`config.mk`:
```
export PLATFORM = sky130hd
export DESIGN_NAME = socket_force_event_register
export DESIGN_NICKNAME = d
export VERILOG_FILES = /design/src/socket_force_pkg.sv /design/src/socket_force_event_register.sv
export VERILOG_INCLUDE_DIRS = /design/src
export SDC_FILE = /design/constraint.sdc
export NUM_CORES = 1
export LEC_CHECK = 0
export BUFFER_PORTS_ARGS = -buffer_cell sky130_fd_sc_hd__buf_2
export CORE_MARGIN = 5
export CORE_UTILIZATION = 35
export CTS_CLUSTER_DIAMETER = 100
export DETAILED_ROUTE_END_ITERATION = 6
export PLACE_DENSITY = 0.72
export SLEW_MARGIN = 20
export SYNTH_ARGS = -nofsm -noshare
export SYNTH_HDL_FRONTEND = slang
export SYNTH_SLANG_ARGS = --single-unit
```
`constraint.sdc`:
```
create_clock -name clk_i -period 1.6 [get_ports clk_i]
set_clock_uncertainty 0.2 [all_clocks]
set_input_delay 0.08 -clock clk_i [delete_from_list [all_inputs] [get_ports clk_i]]
set_output_delay 0.08 -clock clk_i [all_outputs]
set_load 0.02 [all_outputs]
```
`src/socket_force_cfg.svh`:
```
// Offsets, field positions, reset values and timing counts of the socket force block.
// Assumes inclusion by bare name from the package and the design file.
`ifndef SOCKET_FORCE_CFG_SVH
`define SOCKET_FORCE_CFG_SVH

// Byte offsets within the socket register window
`define OFF_FORCE_EVENT 6'h0C
`define OFF_IRQ_STATUS 6'h14
`define OFF_IRQ_MASK 6'h18
`define OFF_BLOCK_STATUS 6'h1C

// Field positions of the force register
`define BIT_RETEST 14
`define BIT_YV 13
`define BIT_XV 12
`define BIT_3V 11
`define BIT_5V 10
`define BIT_INVALID_REQ 9
`define BIT_LOSS 8
`define BIT_UNRECOG 7
`define BIT_RSVD6 6
`define BIT_CARDBUS 5
`define BIT_SIXTEEN 4
`define BIT_PWR_EVT 3
`define BIT_CD2_EVT 2
`define BIT_CD1_EVT 1
`define BIT_STS_EVT 0
`define FORCE_WMASK 15'h7FBF

// Interrupt status and mask layout
`define IRQ_BIT_RETEST 0
`define IRQ_BIT_PWR_OFF 1
`define IRQ_BIT_FORCED 2
`define IRQ_WIDTH 3

// Reset values
`define RST_PWR_EN 1'h1
`define RST_IRQ_MASK 3'h0

// Fixed answer latency of the register slave, in cycles of wait
`define BUS_WAIT_CYCLES 1

`endif

```
`src/socket_force_pkg.sv`:
```
// Types shared by the socket force block.
// Assumes socket_force_cfg.svh is on the include path.
`include "socket_force_cfg.svh"

package socket_force_pkg;

    typedef enum logic [0:0] {
        BUS_IDLE,
        BUS_ANSWER
    } bus_state_t;

    // Write strobes and data toward the present-state register
    typedef struct packed {
        logic [13:0] wr_en;
        logic [13:0] wr_data;
    } present_write_t;

    // Write strobes and data toward the event register
    typedef struct packed {
        logic [3:0] wr_en;
        logic [3:0] wr_data;
    } event_write_t;

    typedef struct packed {
        bus_state_t state;
        logic [31:0] readdata;
        logic readdatavalid;
        logic pwr_en;
        logic retest;
        present_write_t pres;
        event_write_t evt;
        logic [`IRQ_WIDTH-1:0] irq_status;
        logic [`IRQ_WIDTH-1:0] irq_mask;
        logic irq;
    } state_t;

endpackage

```
`src/socket_force_event_register.sv`:
```
// Socket force register: software forces present-state flags and event bits,
// starts a card re-interrogation and gates socket power control.
// Assumes one clock, synchronous reset, Avalon-MM master on the same clock.
//
// How it works
// - Bits 31 to 15 read zero; writes there do nothing.
// - Writing one to bit 14 retests the card and re-enables power control.
// - Bits 13 to 10 write the YV, XV, 3 V, 5 V capability flags.
// - A one in any of bits 13 to 10 disables power control, unless bit 14 is also written one.
// - Bit 9 writes the invalid supply-request flag.
// - Bit 8 writes the possible data-loss flag.
// - Bit 7 writes the unrecognized-card flag.
// - Bit 6 reserved: reads zero, writes ignored.
// - Bit 5 writes the CardBus-detected flag.
// - Bit 4 writes the sixteen-bit-detected flag.
// - Bit 3 writes the power-change event bit; powered flag untouched.
// - Bit 2 writes the second detect event bit; live status untouched.
// - Bit 1 writes the first detect event bit; live status untouched.
// - Bit 0 writes the status-change event bit; live flag untouched.
// - Force register sits at offset 0Ch; its write bits read zero.
// - Capability flags change only by interrogation or forced writes.
`include "socket_force_cfg.svh"
`timescale 1ns/1ps
`default_nettype none

module socket_force_event_register #(
    parameter int ADDR_W = 6
) (
    input wire logic clk_i,
    input wire logic rst_i,
    // Avalon-MM slave
    input wire logic [ADDR_W-1:0] address_i,
    input wire logic read_i,
    input wire logic write_i,
    input wire logic [31:0] writedata_i,
    input wire logic [3:0] byteenable_i,
    output logic [31:0] readdata_o,
    output logic waitrequest_o,
    // Toward the present-state register, bits 13..0 of its layout
    output socket_force_pkg::present_write_t present_write_o,
    // Toward the event register, bits 3..0 of its layout
    output socket_force_pkg::event_write_t event_write_o,
    // One-cycle request to the interrogation machinery
    output logic retest_o,
    // Socket power control allowed
    output logic power_ctrl_en_o,
    output logic irq_o
);

    // ------------------------------------------------------------
    // Elaboration check
    // ------------------------------------------------------------
    if (ADDR_W < 6) begin : g_bad_addr
        $error("ADDR_W must be at least 6");
    end

    socket_force_pkg::state_t q, d;

    logic acc;
    logic hit_force;
    logic hit_stat;
    logic hit_mask;
    logic hit_bstat;
    logic [14:0] wd;
    logic [1:0] wr_lo;
    logic cap_one;

    // ------------------------------------------------------------
    // Next state
    // ------------------------------------------------------------
    always_comb begin
        d = q;
        d.readdatavalid = 1'h0;
        d.retest = 1'h0;
        d.pres.wr_en = 14'h0;
        d.evt.wr_en = 4'h0;
        acc = 1'h0;
        hit_force = 1'h0;
        hit_stat = 1'h0;
        hit_mask = 1'h0;
        hit_bstat = 1'h0;
        wd = writedata_i[14:0];
        wr_lo = byteenable_i[1:0];
        cap_one = 1'h0;
        if (address_i[ADDR_W-1:2] == (`OFF_FORCE_EVENT >> 2)) begin
            hit_force = 1'h1;
        end else if (address_i[ADDR_W-1:2] == (`OFF_IRQ_STATUS >> 2)) begin
            hit_stat = 1'h1;
        end else if (address_i[ADDR_W-1:2] == (`OFF_IRQ_MASK >> 2)) begin
            hit_mask = 1'h1;
        end else if (address_i[ADDR_W-1:2] == (`OFF_BLOCK_STATUS >> 2)) begin
            hit_bstat = 1'h1;
        end
        case (q.state)
            socket_force_pkg::BUS_IDLE: begin
                if (read_i || write_i) begin
                    d.state = socket_force_pkg::BUS_ANSWER;
                end
                // Read data is loaded on entry so it stands while waitrequest is low
                if (read_i) begin
                    d.readdata = 32'h0;
                    if (hit_stat) begin
                        d.readdata[`IRQ_WIDTH-1:0] = q.irq_status;
                    end else if (hit_mask) begin
                        d.readdata[`IRQ_WIDTH-1:0] = q.irq_mask;
                    end else if (hit_bstat) begin
                        d.readdata[0] = q.pwr_en;
                    end
                end
            end
            socket_force_pkg::BUS_ANSWER: begin
                acc = 1'h1;
                d.state = socket_force_pkg::BUS_IDLE;
            end
            default: begin
                d.state = socket_force_pkg::BUS_IDLE;
            end
        endcase
        // Write side effects, taken once at the accepting edge
        if (acc && write_i && hit_force) begin
            if (wr_lo[0]) begin
                // Bit 6 is left out of the strobes
                d.pres.wr_en[`BIT_UNRECOG] = 1'h1;
                d.pres.wr_en[`BIT_CARDBUS] = 1'h1;
                d.pres.wr_en[`BIT_SIXTEEN] = 1'h1;
                d.evt.wr_en[`BIT_PWR_EVT] = 1'h1;
                d.evt.wr_en[`BIT_CD2_EVT] = 1'h1;
                d.evt.wr_en[`BIT_CD1_EVT] = 1'h1;
                d.evt.wr_en[`BIT_STS_EVT] = 1'h1;
            end
            if (wr_lo[1]) begin
                d.pres.wr_en[13:10] = 4'hF;
                d.pres.wr_en[`BIT_INVALID_REQ] = 1'h1;
                d.pres.wr_en[`BIT_LOSS] = 1'h1;
                cap_one = |wd[`BIT_YV:`BIT_5V];
            end
            d.pres.wr_data = wd[13:0] & 14'(`FORCE_WMASK);
            d.evt.wr_data = wd[3:0];
            if (wr_lo[1] && wd[`BIT_RETEST]) begin
                d.retest = 1'h1;
                d.pwr_en = 1'h1;
                d.irq_status[`IRQ_BIT_RETEST] = 1'h1;
            end else if (cap_one) begin
                d.pwr_en = 1'h0;
                d.irq_status[`IRQ_BIT_PWR_OFF] = 1'h1;
            end
            if (|(wd & 15'(`FORCE_WMASK) & {wr_lo[1], {7{wr_lo[1]}}, {7{wr_lo[0]}}})) begin
                d.irq_status[`IRQ_BIT_FORCED] = 1'h1;
            end
        end
        // Write-one-to-clear; events set this cycle win over the clear
        if (acc && write_i && hit_stat && wr_lo[0]) begin
            d.irq_status = (q.irq_status & ~writedata_i[`IRQ_WIDTH-1:0])
                | (d.irq_status & ~q.irq_status);
        end
        if (acc && write_i && hit_mask && wr_lo[0]) begin
            d.irq_mask = writedata_i[`IRQ_WIDTH-1:0];
        end
        if (acc && read_i) begin
            d.readdatavalid = 1'h1;
        end
        d.irq = |(d.irq_status & d.irq_mask);
        if (rst_i) begin
            d.state = socket_force_pkg::BUS_IDLE;
            d.readdata = 32'h0;
            d.readdatavalid = 1'h0;
            d.pwr_en = `RST_PWR_EN;
            d.retest = 1'h0;
            d.pres = '0;
            d.evt = '0;
            d.irq_status = '0;
            d.irq_mask = `RST_IRQ_MASK;
            d.irq = 1'h0;
        end
    end

    // ------------------------------------------------------------
    // State register
    // ------------------------------------------------------------
    always_ff @(posedge clk_i) begin
        q <= d;
    end

    // ------------------------------------------------------------
    // Outputs
    // ------------------------------------------------------------
    // Waitrequest is low only in the answer state, which is registered
    assign waitrequest_o = (q.state != socket_force_pkg::BUS_ANSWER);
    assign readdata_o = q.readdata;
    assign present_write_o = q.pres;
    assign event_write_o = q.evt;
    assign retest_o = q.retest;
    assign power_ctrl_en_o = q.pwr_en;
    assign irq_o = q.irq;

endmodule // socket_force_event_register

`default_nettype wire

```
==> results of run 1 <==
## cell families after synthesis
group,count (synthesis)
flops,28
other cells,1
simple gates,66
mux,4
compound gates,27
buf+inv,77
## placed cells by master (no fill, tap or decap), types with 2 or more instances in the layout
cell and n:
dlygate4sd3_1 16, and4_4 2, nand2_1 32, conb_1 35, buf_2 59, o221ai_2 2
a22o_1 3, nor3_1 2, inv_1 3, buf_4 10, nor2_1 11, a21oi_1 13
clkbuf_8 3, nand2b_1 2, a22oi_1 3, mux2i_1 2, dfxtp_1 27
## repair_timing
action                                 CTS  global route
endpoints found under the hold margin   20             1
resized for setup                        2             6
setup endpoints to repair                1             1
pin swaps                                1             5
## metal layers
metal  vias to the layer above  share of wire  track usage  wire, um
li1                        667              -            -         -
met1                       609           0.38        0.121      1500
met2                        64           0.51        0.210      2000
met3                         8          0.090       0.0381       354
met4                         0          0.019       0.0338        74
met5                         -              0            0         0
## power groups by stage
stage                     Sequential, uW  Combinational, uW  Clock, uW
after global placement               721                194          0
final                                705                234        558
after CTS                            705                227        581
after global routing                 706                251        605
after detailed placement             721                195          0
after floorplan                      721                193          0
## layout make-up
class | instances | area [um^2]
Multi-Input combinational cell | 132 | 751
Sequential cell | 28 | 562
Inverter | 3 | 11.3
Clock buffer | 3 | 41.3
Tap cell | 67 | 83.8
Timing Repair Buffer | 86 | 543
Fill cell | 504 | 2730
Clock inverter | 1 | 30.0
## per-stage QoR
stage	setup slack (ns)	utilization	hold WS, ns
3_3_place_gp	-0.0560	0.371	0.135
5_1_grt	0.0161	0.425	-0.0732
6_report	0.0720	0.425	-0.0742
2_1_floorplan	0.0528	-	-0.00621
3_5_place_dp	-0.0864	0.371	0.141
4_1_cts	0.00902	0.422	-0.0831
## sequential cells by signal, summed over array words and instances, names as in the netlist
register and count:
present_write_o 12, q 7, event_write_o 3, readdata_o 3
irq_o 1, power_ctrl_en_o 1, retest_o 1
## cell usage after synthesis, types with 2 or more instances
cell type / instances / share of area
buf_4: 69 / 0.30
nand2_1: 32 / 0.070
dfxtp_1: 28 / 0.33
a21oi_1: 13 / 0.038
nor2_1: 11 / 0.024
a22o_1: 3 / 0.015
a22oi_1: 3 / 0.013
clkbuf_1: 3 / 0.0065
inv_1: 3 / 0.0065
mux2i_1: 3 / 0.017
and2_1: 2 / 0.0073
and4_1: 2 / 0.010
nand2b_1: 2 / 0.0073
nor3_1: 2 / 0.0058
## worst paths after layout
check,start,to,slack (ns)
setup / recovery,q[78]$_SDFF_PP0_,irq_o$_SDFF_PP0_,0.07
hold / removal,byteenable_i[1],present_write_o[26]$_SDFF_PP0_,-0.07
setup reg to reg,q[78]$_SDFF_PP0_,irq_o$_SDFF_PP0_,0.07
hold reg to reg,present_write_o[13]$_SDFFE_PP0N_,present_write_o[13]$_SDFFE_PP0N_,0.26
## worst min-delay path, delay by kind of cell
kind / cells / cell delay (ns)
simple gates: 2 / 0.19
buf+inv: 1 / 0.10
==> flow_summary.json, run 1 <==
{
  "clkPwrFrac": 0.373,
  "synth_edf_count": 0,
  "clk_pin_slew_ns": 0.10,
  "grt_overflow": 0,
  "cp_top_family": "compound AO/OA/AOI/OAI gates",
  "cp_slowest_cell": "a311o_2",
  "synth_compound_area_frac": 0.116,
  "synth-xor-area-share": 0,
  "first_pass_iters": 4,
  "slew_violations": 0,
  "fin_crit_sh": 0.955,
  "track_usage": 0.114,
  "port_buffers": 60,
  "swShare": 0.252,
  "final-hold-violation-count": 1,
  "synth.distinct_cells": 41,
  "cp.arrival_ns": 1.53,
  "drcViolationCount": 0,
  "setup_tns_ns": 0,
  "period_minus_slack_ns": 1.53,
  "synthCells": 203,
  "status": "finished with violations",
  "path_cells": "and2_4 > and4_4 > a311o_2 > o221ai_2",
  "cts_buffer_depth": 2,
  "root_buffer": "clkbuf_8",
  "switching_power_uw": 377,
  "grt_pass1_wl_um": 5730,
  "rsz0062_at_grt": "false",
  "dpl.cell_count": 300,
  "worstSkewPairLatency_ns": 0.28,
  "routed_via_density": 4.21,
  "htree_levels": 1,
  "critPathMaxFanout": 4,
  "ys.flop_type": "dfxtp_1",
  "critPathCaptureType": "register",
  "fp.dieArea_um2": 6430,
  "die_h_um": 80.2,
  "synth-adder-area-share": 0,
  "start_util": 0.362,
  "syn_area_per_cell_um2": 8.49,
  "power_density_nw_per_um2": 740,
  "intPower_uw": 1120,
  "cp_num_buf_inv": 0,
  "post_drt_wl_per_cell_um": 12.3,
  "cts_sinks": 28,
  "min_path_cells": 3,
  "cp.depth": 4,
  "violations": "negative hold slack",
  "gp_congestion": 0.875,
  "ys_seq_area_frac": 0.325,
  "rr_worst_depth": 4,
  "critPathKind": "register to register",
  "synthArstFlopShare": 0,
  "synthMuxAreaShare": 0.0240,
  "holdCritPathClass": "primary input to register",
  "ir_worst_vdd_mv": 0.699,
  "syn_area_um2": 1720,
  "placed_area_um2": 1760,
  "cts_made_buffers": 3,
  "dp_hpwl_um": 2980,
  "rows": 25,
  "drtIter0Drc": 75,
  "fin_area_um2": 2020,
  "grt_max_degree": 19,
  "synthSimpleGateAreaFrac": 0.209,
  "cp.required_ns": 1.60,
  "power_uw": 1500,
  "power_leakage_uw": 0.000970,
  "grt_pass1_vias": 1251,
  "core_area_um2": 4750,
  "worstSetupStartpointType": "register",
  "num_antenna_cells": 0,
  "hold_ws_ns": -0.0742,
  "synth_top_family_by_area": "buffers and inverters",
  "ios": 118,
  "post_cts_buffers": 0,
  "postRouteAntennaNets": 0,
  "antenna_found_initial": 0,
  "fin_cells": 320,
  "setup_violations": 0,
  "hold_buffers": 17,
  "share_comb_of_total_power": 0.156,
  "seq_power_share": 0.471,
  "ys_ff_latch": 28,
  "yosysWarnings": 0,
  "cts_tree": "built",
  "drv_cap": 0,
  "wl_um": 3930,
  "drive_gt1_frac": 0.364,
  "area_growth_pct": 17.4,
  "die_x_um": 80.2,
  "slowest_delay_ns": 0.40,
  "final_nets": 300,
  "max_freq_ghz": 0.654,
  "vias": 1348
}
Power figures use the tool's default switching activity.
==> inputs of run 2 (changes only) <==
--- a/config.mk
+++ b/config.mk
@@ -8,10 +8,10 @@
 export LEC_CHECK = 0
 export BUFFER_PORTS_ARGS = -buffer_cell sky130_fd_sc_hd__buf_2
 export CORE_MARGIN = 5
-export CORE_UTILIZATION = 35
+export CORE_UTILIZATION = 37
 export CTS_CLUSTER_DIAMETER = 100
 export DETAILED_ROUTE_END_ITERATION = 6
-export PLACE_DENSITY = 0.72
+export PLACE_DENSITY = 0.76
 export SLEW_MARGIN = 20
 export SYNTH_ARGS = -nofsm -noshare
 export SYNTH_HDL_FRONTEND = slang
==> run 2 against run 1 <==
Effect of this change: the run now ends clean; worst hold slack improved by 0.087 ns; global-route usage increased by 1.0 points; register-to-register slack about the same; setup slack got worse by 0.0093 ns; final area increased by 0.74%; sequential power about the same; core utilization increased by 3.3 points; clock power decreased by 20%; wire length increased by 2.6%; fmax decreased by 0.61%.
==> flow_summary.json, run 2 (synthesized netlist as in run 1, its figures left out) <==
{
  "status": "finished, final reports clean",
  "fin_crit_sh": 0.961,
  "placed_area_um2": 1740,
  "final-hold-violation-count": 0,
  "routed_via_density": 4.45,
  "slew_violations": 0,
  "grt_overflow": 0,
  "cts_made_buffers": 3,
  "gp_congestion": 0.871,
  "power_density_nw_per_um2": 683,
  "final_common_cell": "buf_2",
  "fp.dieArea_um2": 6120,
  "grt_max_degree": 16,
  "clkPwrFrac": 0.319,
  "ios": 118,
  "start_util": 0.388,
  "track_usage": 0.124,
  "htree_levels": 1,
  "dpl.cell_count": 284,
  "cts_sinks": 28,
  "hold_ws_ns": 0.0131,
  "antenna_found_initial": 0,
  "fin_cells": 310,
  "vias": 1380,
  "period_minus_slack_ns": 1.54,
  "critPathMaxFanout": 5,
  "root_buffer": "clkbuf_8",
  "clk_pin_slew_ns": 0.11,
  "cp.required_ns": 1.60,
  "setup_tns_ns": 0,
  "fin_area_um2": 2040,
  "grt_pass1_wl_um": 6230,
  "hp-start": "writedata_i[1]",
  "dp_hpwl_um": 2950,
  "die_h_um": 78.2,
  "rsz0062_at_grt": "true",
  "min_path_cells": 4,
  "critPathCaptureType": "register",
  "die_x_um": 78.2,
  "holdCritPathClass": "primary input to register",
  "cts_buffer_depth": 2,
  "core_area_um2": 4440,
  "post_drt_wl_per_cell_um": 13.0,
  "worstSetupStartpointType": "primary input",
  "intPower_uw": 1010,
  "max_freq_ghz": 0.650,
  "ir_worst_vdd_mv": 0.351,
  "drtIter0Drc": 41,
  "first_pass_iters": 4,
  "rows": 24,
  "mostFrequentLayoutCells": "buf_2, conb_1, nand2_1",
  "seq_power_share": 0.507,
  "grt_pass1_vias": 1325,
  "postRouteAntennaNets": 0,
  "share_comb_of_total_power": 0.174,
  "cp.arrival_ns": 1.54,
  "drv_cap": 0,
  "power_leakage_uw": 0.000986,
  "reg2reg_to": "irq_o$_SDFF_PP0_",
  "area_growth_pct": 18.2,
  "num_antenna_cells": 0,
  "critPathKind": "primary input to register",
  "wl_um": 4030,
  "setup_violations": 0,
  "largest_reg_flops": 12,
  "swShare": 0.273,
  "r2r_start": "q[78]$_SDFF_PP0_",
  "hold_path_end": "q[5]$_SDFF_PP0_",
  "drive_gt1_frac": 0.357,
  "final_nets": 305,
  "switching_power_uw": 381,
  "drcViolationCount": 0,
  "port_buffers": 60,
  "r2r_slack_ns": 0.07,
  "worstSkewPairLatency_ns": 0.27,
  "cts_tree": "built",
  "rr_worst_depth": 5
}
[run 2: how the worst max path moves through the flow]
stage                          start               end  cells after the start
floorplan           q[78]$_SDFF_PP0_  irq_o$_SDFF_PP0_                      5
global placement     writedata_i[10]  irq_o$_SDFF_PP0_                      6
detailed placement   writedata_i[10]  irq_o$_SDFF_PP0_                      6
CTS                 q[78]$_SDFF_PP0_  irq_o$_SDFF_PP0_                      5
global route        q[78]$_SDFF_PP0_  irq_o$_SDFF_PP0_                      5
finish               byteenable_i[0]  irq_o$_SDFF_PP0_                      5
[run 2: per-layer routing]
layer  up-vias  wire length (um)  global-route usage
li1        680                 -                   -
met1       638              1610               0.142
met2        56              2060               0.239
met3         6               312              0.0309
met4         0                54              0.0140
met5         -                 0                   0
[run 2: worst max-delay path, cell delays in order]
cell and delay [ns]:
dlygate4sd3_1 0.54, buf_2 0.16, and4_1 0.20, a311o_2 0.40
o221ai_2 0.16
[run 2: stage by stage]
stage | util | setup WS (ns) | power, uW
2_1_floorplan | - | 0.0528 | 913
3_3_place_gp | 0.391 | -0.0565 | 911
3_5_place_dp | 0.391 | -0.0851 | 912
4_1_cts | 0.454 | 0.0128 | 1400
5_1_grt | 0.458 | -0.00690 | 1470
6_report | 0.458 | 0.0627 | 1390
[run 2: timing repair]
item                                    in CTS  in global routing
hold endpoints to repair                    23                  0
gates resized for setup                      2                  6
cloned                                       0                  0
hold buffers                                22                  0
pin swaps                                    1                  9
endpoints found under the setup margin       1                  1
buffers inserted                             0                  1
[run 2: power by group through the flow]
stage / sequential (uW) / combinational, uW / clock (uW)
after floorplan: 721 / 193 / 0
after global placement: 721 / 190 / 0
after detailed placement: 721 / 191 / 0
after CTS: 705 / 234 / 460
after global routing: 706 / 259 / 500
final: 706 / 242 / 444
[run 2: cell type report]
type / count / area (um^2)
clock buffers: 4 / 55.1
fillers: 446 / 2410
inverters: 3 / 11.3
multi-input cells: 132 / 751
flip-flops and latches: 28 / 562
well taps: 52 / 65.1
repair buffers: 91 / 593
